--- config.mk ---
export PLATFORM = sky130hd
export DESIGN_NAME = swrbt_top
export DESIGN_NICKNAME = d
export VERILOG_FILES = /design/src/common/swrbt_pkg.sv /design/src/hw/swrbt_slot.sv /design/src/hw/swrbt_top.sv
export SDC_FILE = /design/constraint.sdc
export NUM_CORES = 1
export LEC_CHECK = 0
export ABC_AREA = 1
export ABC_CLOCK_PERIOD_IN_PS = 2400
export BUFFER_PORTS_ARGS = -buffer_cell sky130_fd_sc_hd__clkbuf_2
export CAP_MARGIN = 0
export CORE_MARGIN = 4
export CORE_UTILIZATION = 30
export DETAILED_ROUTE_END_ITERATION = 10
export GPL_ROUTABILITY_DRIVEN = 0
export GPL_TIMING_DRIVEN = 1
export SLEW_MARGIN = 0
export SYNTH_ARGS = -nofsm -noshare
export SYNTH_HDL_FRONTEND = slang
export SYNTH_SLANG_ARGS = --single-unit
--- constraint.sdc ---
create_clock -name clk -period 2.4 [get_ports clk]
set_input_delay 0.12 -clock clk [delete_from_list [all_inputs] [get_ports clk]]
set_output_delay 0.12 -clock clk [all_outputs]
set_load 0.01 [all_outputs]
--- src/common/swrbt_pkg.sv ---
// package for the single-wire byte-read and triplet engine
// holds register map, field layouts, command codes and timing counts;
// assumes a 200 MHz system clock
package swrbt_pkg;

    // -----------------------------------------------------------------
    // clock and timing
    // -----------------------------------------------------------------
    localparam int CLK_PS        = 5000;                    // clock period in ps
    localparam int ACT_MAX_PS    = 262500;                  // latest line activity, ps
    localparam int ACT_MAX_CYC   = ACT_MAX_PS / CLK_PS;     // rounded down
    localparam int SLOT_STD_NS   = 70000;                   // slot_period, standard speed
    localparam int SLOT_OD_NS    = 10000;                   // slot_period, overdrive speed
    localparam int W1_STD_NS     = 6000;                    // write-one low time, standard
    localparam int W1_OD_NS      = 1000;                    // write-one low time, overdrive
    localparam int W0_STD_NS     = 60000;                   // write-zero low time, standard
    localparam int W0_OD_NS      = 8000;                    // write-zero low time, overdrive
    localparam int SMP_STD_NS    = 12000;                   // sample_point_time, standard
    localparam int SMP_OD_NS     = 1500;                    // sample_point_time, overdrive
    localparam int SLOT_STD_CYC  = (SLOT_STD_NS * 1000) / CLK_PS;
    localparam int SLOT_OD_CYC   = (SLOT_OD_NS * 1000) / CLK_PS;
    localparam int W1_STD_CYC    = (W1_STD_NS * 1000 + CLK_PS - 1) / CLK_PS;
    localparam int W1_OD_CYC     = (W1_OD_NS * 1000 + CLK_PS - 1) / CLK_PS;
    localparam int W0_STD_CYC    = (W0_STD_NS * 1000 + CLK_PS - 1) / CLK_PS;
    localparam int W0_OD_CYC     = (W0_OD_NS * 1000 + CLK_PS - 1) / CLK_PS;
    localparam int SMP_STD_CYC   = (SMP_STD_NS * 1000) / CLK_PS;
    localparam int SMP_OD_CYC    = (SMP_OD_NS * 1000) / CLK_PS;

    // -----------------------------------------------------------------
    // command codes and counts
    // -----------------------------------------------------------------
    localparam logic [7:0] CMD_READ_BYTE = 8'h96;           // eight read slots
    localparam logic [7:0] CMD_TRIPLET   = 8'h78;           // two reads, one write
    localparam logic [3:0] BYTE_LAST     = 4'h7;            // index of last byte slot
    localparam logic [3:0] TRIP_LAST     = 4'h2;            // index of last triplet slot
    localparam int         DIR_BIT       = 7;               // direction bit position

    // -----------------------------------------------------------------
    // register map (byte addresses) and reset values
    // -----------------------------------------------------------------
    localparam logic [7:0]  OFF_CMD      = 8'h00;           // command code and parameter
    localparam logic [7:0]  OFF_STATUS   = 8'h04;           // status flags
    localparam logic [7:0]  OFF_RDATA    = 8'h08;           // read data byte
    localparam logic [7:0]  OFF_CONFIG   = 8'h0C;           // speed and pullup
    localparam logic [7:0]  OFF_PTR      = 8'h10;           // read pointer select
    localparam logic [7:0]  OFF_PORT     = 8'h14;           // register under read pointer
    localparam logic [7:0]  RDATA_RST    = 8'h00;
    localparam logic        PTR_STATUS   = 1'b0;            // pointer at status
    localparam logic        PTR_RDATA    = 1'b1;            // pointer at read data

    // status register layout, bit 0 upward: busy, sbr, tsb, dir, nack
    typedef struct packed {
        logic nack;                     // last command refused
        logic dir;                      // chosen direction
        logic second_bit_result;                      // second_bit_result
        logic single_bit_result;                      // single_bit_result
        logic busy;                     // line_busy_flag
    } swrbt_status_t;

    // configuration register layout, bit 0 upward: speed, pullup
    typedef struct packed {
        logic active_pullup_enable;     // strong pullup after release
        logic overdrive_speed_select;   // overdrive slot timing
    } swrbt_config_t;

    localparam swrbt_config_t CONFIG_RST = '0;
    localparam swrbt_status_t STATUS_RST = '0;

endpackage

--- src/hw/swrbt_slot.sv ---
// single time-slot generator for the single-wire line
// assumes line_in is already synchronised to clk
`timescale 1ns/1ps
`default_nettype none
module swrbt_slot (
    input  wire logic        clk,
    input  wire logic        resetn,
    input  wire logic        ce,
    input  wire logic [15:0] slot_cyc,  // slot_period in cycles, held during a slot
    input  wire logic [15:0] low1_cyc,  // write-one low time
    input  wire logic [15:0] low0_cyc,  // write-zero low time
    input  wire logic [15:0] smp_cyc,   // sample_point_time
    input  wire logic start,        // one-cycle slot request
    input  wire logic wbit,         // bit to write, 1 also reads
    input  wire logic line_in,      // synchronised line level
    output logic      line_low,     // pull the line low
    output logic      sample_stb,   // pulse at the sample point
    output logic      sample_bit,   // line level at the sample point
    output logic      slot_done     // pulse at end of slot
);
    import swrbt_pkg::*;

    logic        active;            // slot in progress
    logic        wbit_q;            // latched write bit
    logic [15:0] cnt;               // cycles into the slot
    logic [15:0] next_cnt;          // cnt plus one
    logic [15:0] low_len;           // low time for this slot

    assign next_cnt = cnt + 16'h0001;
    assign low_len  = wbit_q ? low1_cyc : low0_cyc;

    // -----------------------------------------------------------------
    // slot timing
    // -----------------------------------------------------------------
    // low phase, sample, then recovery until slot_period ends
    always_ff @(posedge clk or negedge resetn) begin
        if (!resetn) begin
            active     <= 1'b0;
            wbit_q     <= 1'b1;
            cnt        <= 16'h0000;
            line_low   <= 1'b0;
            sample_stb <= 1'b0;
            sample_bit <= 1'b0;
            slot_done  <= 1'b0;
        end else if (ce) begin
            sample_stb <= 1'b0;
            slot_done  <= 1'b0;
            if (start) begin
                active   <= 1'b1;
                wbit_q   <= wbit;
                cnt      <= 16'h0000;
                line_low <= 1'b1;
            end else if (active) begin
                cnt      <= next_cnt;
                line_low <= (next_cnt < low_len);
                if (next_cnt == smp_cyc) begin
                    sample_stb <= 1'b1;
                    sample_bit <= line_in;
                end
                if (next_cnt == slot_cyc) begin
                    active    <= 1'b0;
                    line_low  <= 1'b0;
                    slot_done <= 1'b1;
                end
            end
        end
    end

endmodule
`default_nettype wire

--- src/hw/swrbt_top.sv ---
// byte-read and triplet engine of a bridge's single-wire master
// assumes an APB master on clk, scl_in and line_in from outside the clock domain
//
// Operation
// - code 96h runs eight reads, stores byte
// - each byte slot is write-one, sampled
// - busy at byte-read code: refuse, no activity
// - byte read ends within eight slots
// - activity starts within 262.5ns of edge
// - busy held for the eight slots
// - accepted command points read pointer at status
// - code 78h: two reads then one write
// - both reads 0: write direction bit
// - reads 0,1: write zero
// - reads 1,0: write one
// - reads 1,1: still write one
// - busy at triplet code: refuse, ignore
// - triplet ends within three slots
// - busy for three slots, config applies
// - sbr at first sample, tsb/dir second
// - direction bit is parameter bit 7
`timescale 1ns/1ps
`default_nettype none
module swrbt_top #(
    parameter logic [15:0] SLOT_STD = 16'(swrbt_pkg::SLOT_STD_CYC),  // standard slot
    parameter logic [15:0] SLOT_OD  = 16'(swrbt_pkg::SLOT_OD_CYC),   // overdrive slot
    parameter logic [15:0] W1_STD   = 16'(swrbt_pkg::W1_STD_CYC),
    parameter logic [15:0] W1_OD    = 16'(swrbt_pkg::W1_OD_CYC),
    parameter logic [15:0] W0_STD   = 16'(swrbt_pkg::W0_STD_CYC),
    parameter logic [15:0] W0_OD    = 16'(swrbt_pkg::W0_OD_CYC),
    parameter logic [15:0] SMP_STD  = 16'(swrbt_pkg::SMP_STD_CYC),
    parameter logic [15:0] SMP_OD   = 16'(swrbt_pkg::SMP_OD_CYC)
) (
    input  wire logic        clk,
    input  wire logic        resetn,
    input  wire logic        ce,
    input  wire logic        psel,
    input  wire logic        penable,
    input  wire logic        pwrite,
    input  wire logic [7:0]  paddr,
    input  wire logic [31:0] pwdata,
    output logic      [31:0] prdata,
    output logic             pready,
    output logic             pslverr,
    input  wire logic        scl_in,         // serial clock from the host link
    input  wire logic        line_in,        // single-wire line level
    output logic             line_out,       // driven level, always low
    output logic             line_oe,        // high while pulling the line low
    output logic             pullup_strong   // active pullup drive
);
    import swrbt_pkg::*;

    // -----------------------------------------------------------------
    // declarations
    // -----------------------------------------------------------------
    typedef enum logic [1:0] {ST_IDLE, ST_ARMED, ST_SLOT} swrbt_state_t;

    swrbt_state_t  state;               // sequencer state
    swrbt_status_t status;              // status flags
    swrbt_config_t config_q;            // speed and pullup
    logic          rd_ptr;              // read pointer select
    logic [7:0]    rdata;               // read data register
    logic [7:0]    shift;               // byte being assembled
    logic          is_trip;             // running a triplet
    logic          dir_v;               // direction bit of the parameter
    logic          r0;                  // first triplet read
    logic [3:0]    idx;                 // slot index
    logic          slot_start;          // pulse to slot generator
    logic          slot_wbit;           // bit for next slot
    logic [1:0]    scl_s;               // scl synchroniser
    logic [1:0]    line_s;              // line synchroniser
    logic          scl_prev;            // delayed synchronised scl
    logic          scl_fall;            // falling scl edge
    logic          access;              // APB access cycle
    logic          wr;                  // APB write access
    logic          cmd_wr;              // write to command register
    logic          cmd_ok;              // known command code
    logic          cmd_acc;             // command accepted
    logic          mapped;              // address decodes
    logic          line_low;            // slot generator pulls low
    logic          smp_stb;             // sample point pulse
    logic          smp_bit;             // sampled level
    logic          slot_done;           // end of slot
    logic          last;                // current slot is the last
    logic          trip_dir;            // direction chosen by triplet
    logic [31:0]   next_prdata;         // read mux

    // a transfer takes effect at the edge where pready is seen high
    assign access   = psel & penable & pready;
    assign wr       = access & pwrite;
    assign cmd_wr   = wr & (paddr == OFF_CMD);
    assign cmd_ok   = (pwdata[7:0] == CMD_READ_BYTE) | (pwdata[7:0] == CMD_TRIPLET);
    assign cmd_acc  = cmd_wr & cmd_ok & ~status.busy;
    assign scl_fall = scl_prev & ~scl_s[1];
    assign last     = is_trip ? (idx == TRIP_LAST) : (idx == BYTE_LAST);
    // equal reads follow the direction bit, 1/1 forces one,
    // unequal reads follow the first read
    assign trip_dir = (r0 == smp_bit) ? (r0 | dir_v) : r0;

    // -----------------------------------------------------------------
    // input synchronisers
    // -----------------------------------------------------------------
    // two flops each; only the second stage feeds logic
    always_ff @(posedge clk or negedge resetn) begin
        if (!resetn) begin
            scl_s    <= 2'b11;
            line_s   <= 2'b11;
            scl_prev <= 1'b1;
        end else if (ce) begin
            scl_s    <= {scl_s[0], scl_in};
            line_s   <= {line_s[0], line_in};
            scl_prev <= scl_s[1];
        end
    end

    // -----------------------------------------------------------------
    // command sequencer
    // -----------------------------------------------------------------
    // accept, wait for the scl falling edge, then run the slots
    always_ff @(posedge clk or negedge resetn) begin
        if (!resetn) begin
            state       <= ST_IDLE;
            status.busy <= 1'b0;
            is_trip     <= 1'b0;
            dir_v       <= 1'b0;
            idx         <= 4'h0;
            slot_start  <= 1'b0;
            slot_wbit   <= 1'b1;
        end else if (ce) begin
            slot_start <= 1'b0;
            case (state)
                ST_IDLE: begin
                    if (cmd_acc) begin
                        state       <= ST_ARMED;
                        status.busy <= 1'b1;
                        is_trip     <= (pwdata[7:0] == CMD_TRIPLET);
                        dir_v       <= pwdata[8 + DIR_BIT];
                        idx         <= 4'h0;
                    end
                end
                ST_ARMED: begin
                    // reference edge: ack of code or msb of parameter
                    if (scl_fall) begin
                        state      <= ST_SLOT;
                        slot_start <= 1'b1;
                        slot_wbit  <= 1'b1;
                    end
                end
                ST_SLOT: begin
                    if (slot_done) begin
                        if (last) begin
                            state       <= ST_IDLE;
                            status.busy <= 1'b0;
                        end else begin
                            idx        <= idx + 4'h1;
                            slot_start <= 1'b1;
                            // third triplet slot writes the chosen direction
                            slot_wbit  <= (is_trip && idx == 4'h1) ? status.dir : 1'b1;
                        end
                    end
                end
                default: begin
                    state <= ST_IDLE;
                end
            endcase
        end
    end

    // -----------------------------------------------------------------
    // sampled results
    // -----------------------------------------------------------------
    // byte reads shift in lsb first, triplet updates status flags
    always_ff @(posedge clk or negedge resetn) begin
        if (!resetn) begin
            shift      <= RDATA_RST;
            rdata      <= RDATA_RST;
            r0         <= 1'b0;
            status.single_bit_result <= 1'b0;
            status.second_bit_result <= 1'b0;
            status.dir <= 1'b0;
        end else if (ce) begin
            if (smp_stb && state == ST_SLOT) begin
                if (!is_trip) begin
                    shift <= {smp_bit, shift[7:1]};
                end else if (idx == 4'h0) begin
                    r0         <= smp_bit;
                    status.single_bit_result <= smp_bit;
                end else if (idx == 4'h1) begin
                    status.second_bit_result <= smp_bit;
                    status.dir <= trip_dir;
                end
            end
            if (slot_done && state == ST_SLOT && !is_trip && last) begin
                rdata <= shift;
            end
        end
    end

    // -----------------------------------------------------------------
    // register file
    // -----------------------------------------------------------------
    // refusal flag: set on a refused command, cleared on acceptance
    always_ff @(posedge clk or negedge resetn) begin
        if (!resetn) begin
            status.nack <= 1'b0;
            config_q    <= CONFIG_RST;
            rd_ptr      <= PTR_STATUS;
        end else if (ce) begin
            if (cmd_wr) begin
                status.nack <= ~cmd_acc;
            end
            if (wr && paddr == OFF_CONFIG && !status.busy) begin
                config_q <= pwdata[1:0];
            end
            if (cmd_acc) begin
                rd_ptr <= PTR_STATUS;
            end else if (wr && paddr == OFF_PTR) begin
                rd_ptr <= pwdata[0];
            end
        end
    end

    // -----------------------------------------------------------------
    // APB answer
    // -----------------------------------------------------------------
    always_comb begin
        mapped      = 1'b1;
        next_prdata = 32'h0000_0000;
        case (paddr)
            OFF_CMD:    next_prdata = 32'h0000_0000;
            OFF_STATUS: next_prdata = {27'h000_0000, status};
            OFF_RDATA:  next_prdata = {24'h00_0000, rdata};
            OFF_CONFIG: next_prdata = {30'h0000_0000, config_q};
            OFF_PTR:    next_prdata = {31'h0000_0000, rd_ptr};
            OFF_PORT:   next_prdata = (rd_ptr == PTR_RDATA) ? {24'h00_0000, rdata}
                                                             : {27'h000_0000, status};
            default:    mapped      = 1'b0;
        endcase
    end

    // one wait state: pready rises in the second access cycle
    always_ff @(posedge clk or negedge resetn) begin
        if (!resetn) begin
            pready  <= 1'b0;
            pslverr <= 1'b0;
            prdata  <= 32'h0000_0000;
        end else if (ce) begin
            pready  <= psel & penable & ~pready;
            pslverr <= psel & penable & ~pready & ~mapped;
            if (psel && penable && !pready && !pwrite) begin
                prdata <= mapped ? next_prdata : 32'h0000_0000;
            end
        end
    end

    // -----------------------------------------------------------------
    // line drivers
    // -----------------------------------------------------------------
    // strong pullup only while busy and the line is released
    always_ff @(posedge clk or negedge resetn) begin
        if (!resetn) begin
            line_out      <= 1'b0;
            pullup_strong <= 1'b0;
        end else if (ce) begin
            line_out      <= 1'b0;
            pullup_strong <= config_q.active_pullup_enable & status.busy & ~line_low;
        end
    end

    assign line_oe = line_low;

    // slot timing follows the speed bit, which cannot change while busy
    swrbt_slot u_slot (
        .clk        (clk),
        .resetn     (resetn),
        .ce         (ce),
        .slot_cyc   (config_q.overdrive_speed_select ? SLOT_OD : SLOT_STD),
        .low1_cyc   (config_q.overdrive_speed_select ? W1_OD : W1_STD),
        .low0_cyc   (config_q.overdrive_speed_select ? W0_OD : W0_STD),
        .smp_cyc    (config_q.overdrive_speed_select ? SMP_OD : SMP_STD),
        .start      (slot_start),
        .wbit       (slot_wbit),
        .line_in    (line_s[1]),
        .line_low   (line_low),
        .sample_stb (smp_stb),
        .sample_bit (smp_bit),
        .slot_done  (slot_done)
    );

    // -----------------------------------------------------------------
    // assertions
    // -----------------------------------------------------------------
    localparam int START_MAX = ACT_MAX_CYC;
endmodule
`default_nettype wire

### Word level (Yosys, flattened, before mapping)

Cells that the tools add are included.

* register bits: 96
* input bits: 48
* output and inout port bits: 37
* logic and storage cells: 163

* $add $sub $neg: 2
* magnitude comparators: 1
* equality and inequality tests: 20
* multiplexer cells: 49
* bitwise gates (word level): 22
* reduce and logical (&&, ||, !) cells: 39

Operators with widths (count)
* 14-bit two-way mux: 3
* 8-bit one-hot mux with 5 select lines: 1
* 16-bit two-way mux: 2
* 32-bit two-way mux: 1
* 1-bit two-way mux: 27
* 5-bit AND reduction: 5
* 16-bit by 1-bit adder with 16-bit output (second input constant): 1
* 16-bit by 12-bit == test with 1-bit output: 1
* 16-bit by 14-bit == test with 1-bit output: 1
* 8-bit by 4-bit == test with 1-bit output (second input constant): 2
* 8-bit by 5-bit == test with 1-bit output (second input constant): 2
* 16-bit less-than comparator: 1
* 2-bit AND reduction: 7
* 12-bit two-way mux: 1
* 4-bit two-way mux: 3
* 1-bit AND: 11
* 1-bit logical AND: 11
* 11-bit two-way mux: 1
* 1-bit NOT: 9
* 8-bit by 3-bit == test with 1-bit output (second input constant): 1
* 8-bit by 7-bit == test with 1-bit output (second input constant): 1
* 8-bit == test (second input constant): 1
* 8-bit logical NOT: 1
* 2-bit two-way mux: 4
* 21 further kinds: 35

### Depth between registers and ports, before layout

* depth after elaboration: 8
* depth in mapped cells: 16
* gate-level depth less buffers: 16

### Modules after synthesis

From an unflattened synthesis, not the netlist that was laid out.

* cell total of the unflattened synthesis: 772
* area total of the unflattened synthesis: 5382.7 um2

Modules (own cells, without submodules)
* swrbt_top: times used 1, cells each 388, area each 2957.8 um2, sequential area each 1258.7 um2
* swrbt_slot: times used 1, cells each 384, area each 2424.8 um2, sequential area each 551.8 um2

### Worst setup path after synthesis

Ideal clock, no wire load.

* path kind: reg-to-reg
* start: register u_slot.cnt[0]
* end: register u_slot.line_low
* library setup time: 0.065 ns
* arrival time: 2.089 ns
* required time: 2.335 ns
* slack: 0.246 ns
* stages on the path, launching flop included: 16
* path buffers: 0
* clock period less this slack: 2.154 ns
* cell sequence: dfrtp_1 -> ha_1 -> nand2_2 -> nor2_4 -> nand3_1 -> nand2_1 -> nand2_2 -> ha_1 -> a21o_1 -> a21oi_1 -> nand2_1 -> nor3_1 -> nand2_1 -> nand2_1 -> nand2_1 -> nand2_1

* cells in the longest elaborated chain, start to end: 5
* elaborated cells on any way between the ends: 6
* those cells by class: add/sub: 1; order compare: 1; eq/ne: 1; mux: 3

RTL lines
* from (decl): RTL line swrbt_slot.sv:25 `logic [15:0] cnt;`
* from (signal assigned): RTL line swrbt_slot.sv:54 `cnt <= next_cnt;`
* 16-bit by 1-bit adder with 16-bit output (*): RTL line swrbt_slot.sv:29 `assign next_cnt = cnt + 16'h0001;`
* 16-bit less-than comparator or 16-bit by 14-bit == test with 1-bit output (tied branches): RTL line swrbt_slot.sv:55, swrbt_slot.sv:60
* 1-bit two-way mux (*): RTL line swrbt_slot.sv:60 `if (next_cnt == slot_cyc) begin`
* 1-bit two-way mux (*): RTL line swrbt_slot.sv:53 `end else if (active) begin`
* 1-bit two-way mux (*): RTL line swrbt_slot.sv:48 `if (start) begin`
* to (signal assigned): RTL line swrbt_slot.sv:55 `line_low <= (next_cnt < low_len);`
* to (decl): RTL line swrbt_slot.sv:16 `output logic line_low,`

Mark *: on every way between the ends. The rest lies on a longest branch, timed or not. The select of a mux whose other input is x is not followed.
A chain may end at the register's enable or synchronous reset.

### Worst setup path in the final report

* start: register u_slot.cnt[5]
* end: register u_slot.line_low

Same word-level chain as after synthesis.

==> results.md <==
- Outcome: completed
- Sequential power share: between 30% and 40%
- Mux cell area share after synthesis: 0.253%
- Detail Route Antenna Nets: 0
- Power Dens Cells: 925 nW/um^2
- Drt pass-1 iters: 5
- Slew Viols, Final: 0
- Clock sinks: 72
- Switching Share: a little under two fifths
- Asr flop ratio synth: 100%
- # rows: 44
- CTS tree: done
- Ant diodes: 0
- Post-Synthesis Cell Area: between 4000 and 5000 um^2
- Synthesis-stage register bit count: 72
- Slew HR: between 30% and 40%
- Reg-to-reg critical path startpoint: u_slot.cnt[5]
- Ports: 85
- Synth-to-layout area growth: 16.9%
- DIE HEIGHT: roughly 130 um
- Prevailing post-synth register cell: dfrtp_1
- Drt wl/cell: 12.9 um
- Vias in the first global route: around 3700
- Startpoint Class: flip-flop
- Crit path max fanout: 4
- Combinational power share: 35.2%
- Internal Dissipation: 2970 uW
- Max-cap violations: 0
- Met3 routed WL: roughly 370 um
- Worst hold path depth: 4
- Place WS: 0.185 ns
- Clock buffer count from CTS: 9
- Vias/cell: about 4.6
- Die footprint: ~17000 um^2
- Adder-cell share of the synthesized area: under 10%
- IO Port Bufs: 36
- Worst slew pin tran: roughly 0.91 ns
- Largest family of logic cells by synthesized area: simple AND/OR/NAND/NOR gates
- Worst reg2reg path depth: 13
- Setup TNS: 0 ns
- Later-pin clock latency in the skew report: 0.34 ns
- RSZ-0062 raised after global routing: no
- Initial core utilization: 30.6%
- Layout cells sized above 1: 17.5%
- Tcrit/Tclk final: between 80% and 90%
- Top post-synthesis cells by count: nand2_1 (164), inv_1 (82), dfrtp_1 (65)
- P_leak: approximately 0.0026 uW
- Largest net degree at the start of global routing: 73
- Reg-to-Reg End: u_slot.line_low
- Via count: between 3000 and 4000
- Clock Path Buffers: 2
- Net Sw Power: between 1500 and 2000 uW
- Finish-stage setup viols: 0
- Post-route insts no fill: 841
- Worst Hold Class: in -> reg
- Clk pwr share: 30.3%
- Max Fclk: ~0.47 GHz
- Worst setup path startpoint: u_slot.cnt[5]
- Fraction of the mapped netlist area in simple logic gates: a little under a third
- Width of the die: 130 um
- H-tree depth: 3
- EDFF count, synth: 0
- Antenna violations before repair: 0
- Syn_area_per_cell: roughly 7.4 um^2
- Seq/Total Area, Yosys: between 40 and 50%
- Most common cell in the netlist: nand2_1
- Final WL: approximately 11 mm
- DP HPWL: ~8.3 mm
- Clk_skew: 0.00612 ns
- Post-Route M1 WL: between 5 and 6 mm
- CP required: 2.68 ns
- Xor-xnor portion of the synthesized cell area: 0.591%
- Top cells by area, synth: dfrtp_1 (37%), nand2_1 (14%), inv_1 (6.9%)
- Hold Path Origin: pwrite
- Met2 WL: roughly 5 mm
- Maximum vdd drop: between 0.4 and 0.5 mV
- Wire length of the first global-routing pass: approximately 18 mm
- # fillers: approximately 1600
- Compound-Gate Fraction of Synth Area: 10.3%
- Dpl cells: around 800
- Root Buffer: clkbuf_16
- Grt total ovfl: 0
- Setup CP Type: reg -> reg
- Cell taking the most area after synthesis: dfrtp_1
- Hold EP: prdata[6]
- Syn Inst Count: approximately 600
- Arrival time at the worst endpoint: 2.39 ns
- Highest metal layer with signal wires: met4
- Multi-input gate area: between 2000 and 2500 um^2
- Worst Setup End Kind: flip-flop
- Synth warn: 0
- Drt drc: 0
- DRT iter0 DRCs: between 200 and 300
- FF+latch area: between 1500 and 2000 um^2
- Worst Slack Setup Final: 0.291 ns
- Core Region: about 15000 um^2
- Reg2reg setup slack: 0.29 ns
- Top cell type's share of synthesized area: 36.6%
- Hold Fails Final Rpt: 0
- GRT Util Overall: between 10 and 15%
- Final nets: around 720
- Min Clock Period, post-route: approximately 2.1 ns
- Yosys cell types: 39
- Setup Fix Bufs, Post-CTS: 0
- CTS clk-pin slew, worst paths: roughly 0.060 ns
[cells in the final DEF (no fill, tap or decap), drive strengths merged, types with 2 or more instances in the layout]
cell type / Yosys / layout
inv: 88 / 89
o21ai: 53 / 53
a21oi: 9 / 9
nand3b: 2 / 2
nand2: 177 / 177
bufinv: 0 / 2
xor2: 3 / 3
dlygate4sd3: 0 / 3
dfstp: 7 / 7
ha: 15 / 15
o2111ai: 2 / 2
nand3: 42 / 42
nor3: 10 / 10
nand4: 17 / 17
dfrtp: 65 / 65
buf: 29 / 16
o22ai: 13 / 13
clkinv: 0 / 2
clkbuf: 6 / 46
conb: 1 / 25
nor2: 52 / 52
[metal layers]
| layer | up-vias | track usage [%] |
|---|---|---|
| li1 | 1986 | - |
| met2 | 71 | 21.7 |
| met5 | - | 0 |
| met1 | 1783 | 18.1 |
| met4 | 0 | 5.93 |
| met3 | 14 | 2.37 |
[flip-flops by register name, indices dropped and copies added, names as in the netlist, 2 cells and up]
register	cells
idx	4
rdata	8
u_slot.cnt	16
config_q	2
status	4
scl_s	2
shift	8
line_s	2
state	2
prdata	8
[logic make-up after synthesis]
| group | count (synthesis) |
|---|---|
| adders and majority gates | 15 |
| buffers and inverters | 123 |
| other | 1 |
| xor gates and xnor gates | 3 |
| muxes | 1 |
| and+or+nand+nor | 301 |
| DFF | 72 |
| AOI/OAI and AO/OA | 82 |
[stage by stage]
step | hold slack [ns] | util (%) | total power (uW) | cell area (um^2)
after CTS | 0.0896 | 35.7 | 4820 | 5180
after global routing | 0.104 | 35.8 | 5170 | 5200
after global placement | 0.321 | 33.2 | 3300 | 4830
after floorplan | -0.176 | - | 2860 | 4540
final | 0.0947 | 35.8 | 4810 | 5200
after detailed placement | 0.317 | 33.2 | 3330 | 4830
[cell type report]
class | count | share of cell area, %
inverter | 88 | 6.35
clock buffer | 11 | 4.67
tap | 184 | 4.43
multi-input combinational | 427 | 41.9
sequential | 72 | 34.8
clock inverter | 5 | 1.52
timing repair buffer | 54 | 6.26
[worst max-delay path, cell delays in order, from the launching register on]
cell	delay (ns)
dfrtp_1	0.41
nand2_1	0.18
nor2_1	0.26
nand2_1	0.14
o21ai_2	0.16
nand2_2	0.09
ha_1	0.20
nor2_1	0.14
inv_1	0.06
nor3_1	0.17
nand2_1	0.07
nand2_1	0.06
nand2_1	0.06
nand2_1	0.05
[worst max path at each step]
| stage | end | slack [ns] | depth (start not counted) |
|---|---|---|---|
| global route | u_slot.line_low | 0.03 | 15 |
| finish | u_slot.line_low | 0.29 | 13 |
| global placement | u_slot.line_low | 0.22 | 15 |
| detailed placement | u_slot.line_low | 0.18 | 15 |
| floorplan | u_slot.line_low | 0.25 | 15 |
| CTS | u_slot.line_low | 0.14 | 15 |
[timing repair]
| action | 4_1_cts | 5_1_grt |
|---|---|---|
| hold buffers | 3 | 0 |
| resized for setup | 0 | 5 |
| setup endpoints to repair | 0 | 1 |
| endpoints found under the hold margin | 67 | 0 |
[power by group through the flow]
stage	Combinational [uW]	Sequential [uW]	Clock, uW
detailed placement	1670	1670	0
global route	1940	1690	1540
CTS	1680	1650	1490
finish	1700	1660	1460
floorplan	1250	1610	0
global placement	1640	1660	0
(Power assumes the default switching activity.)
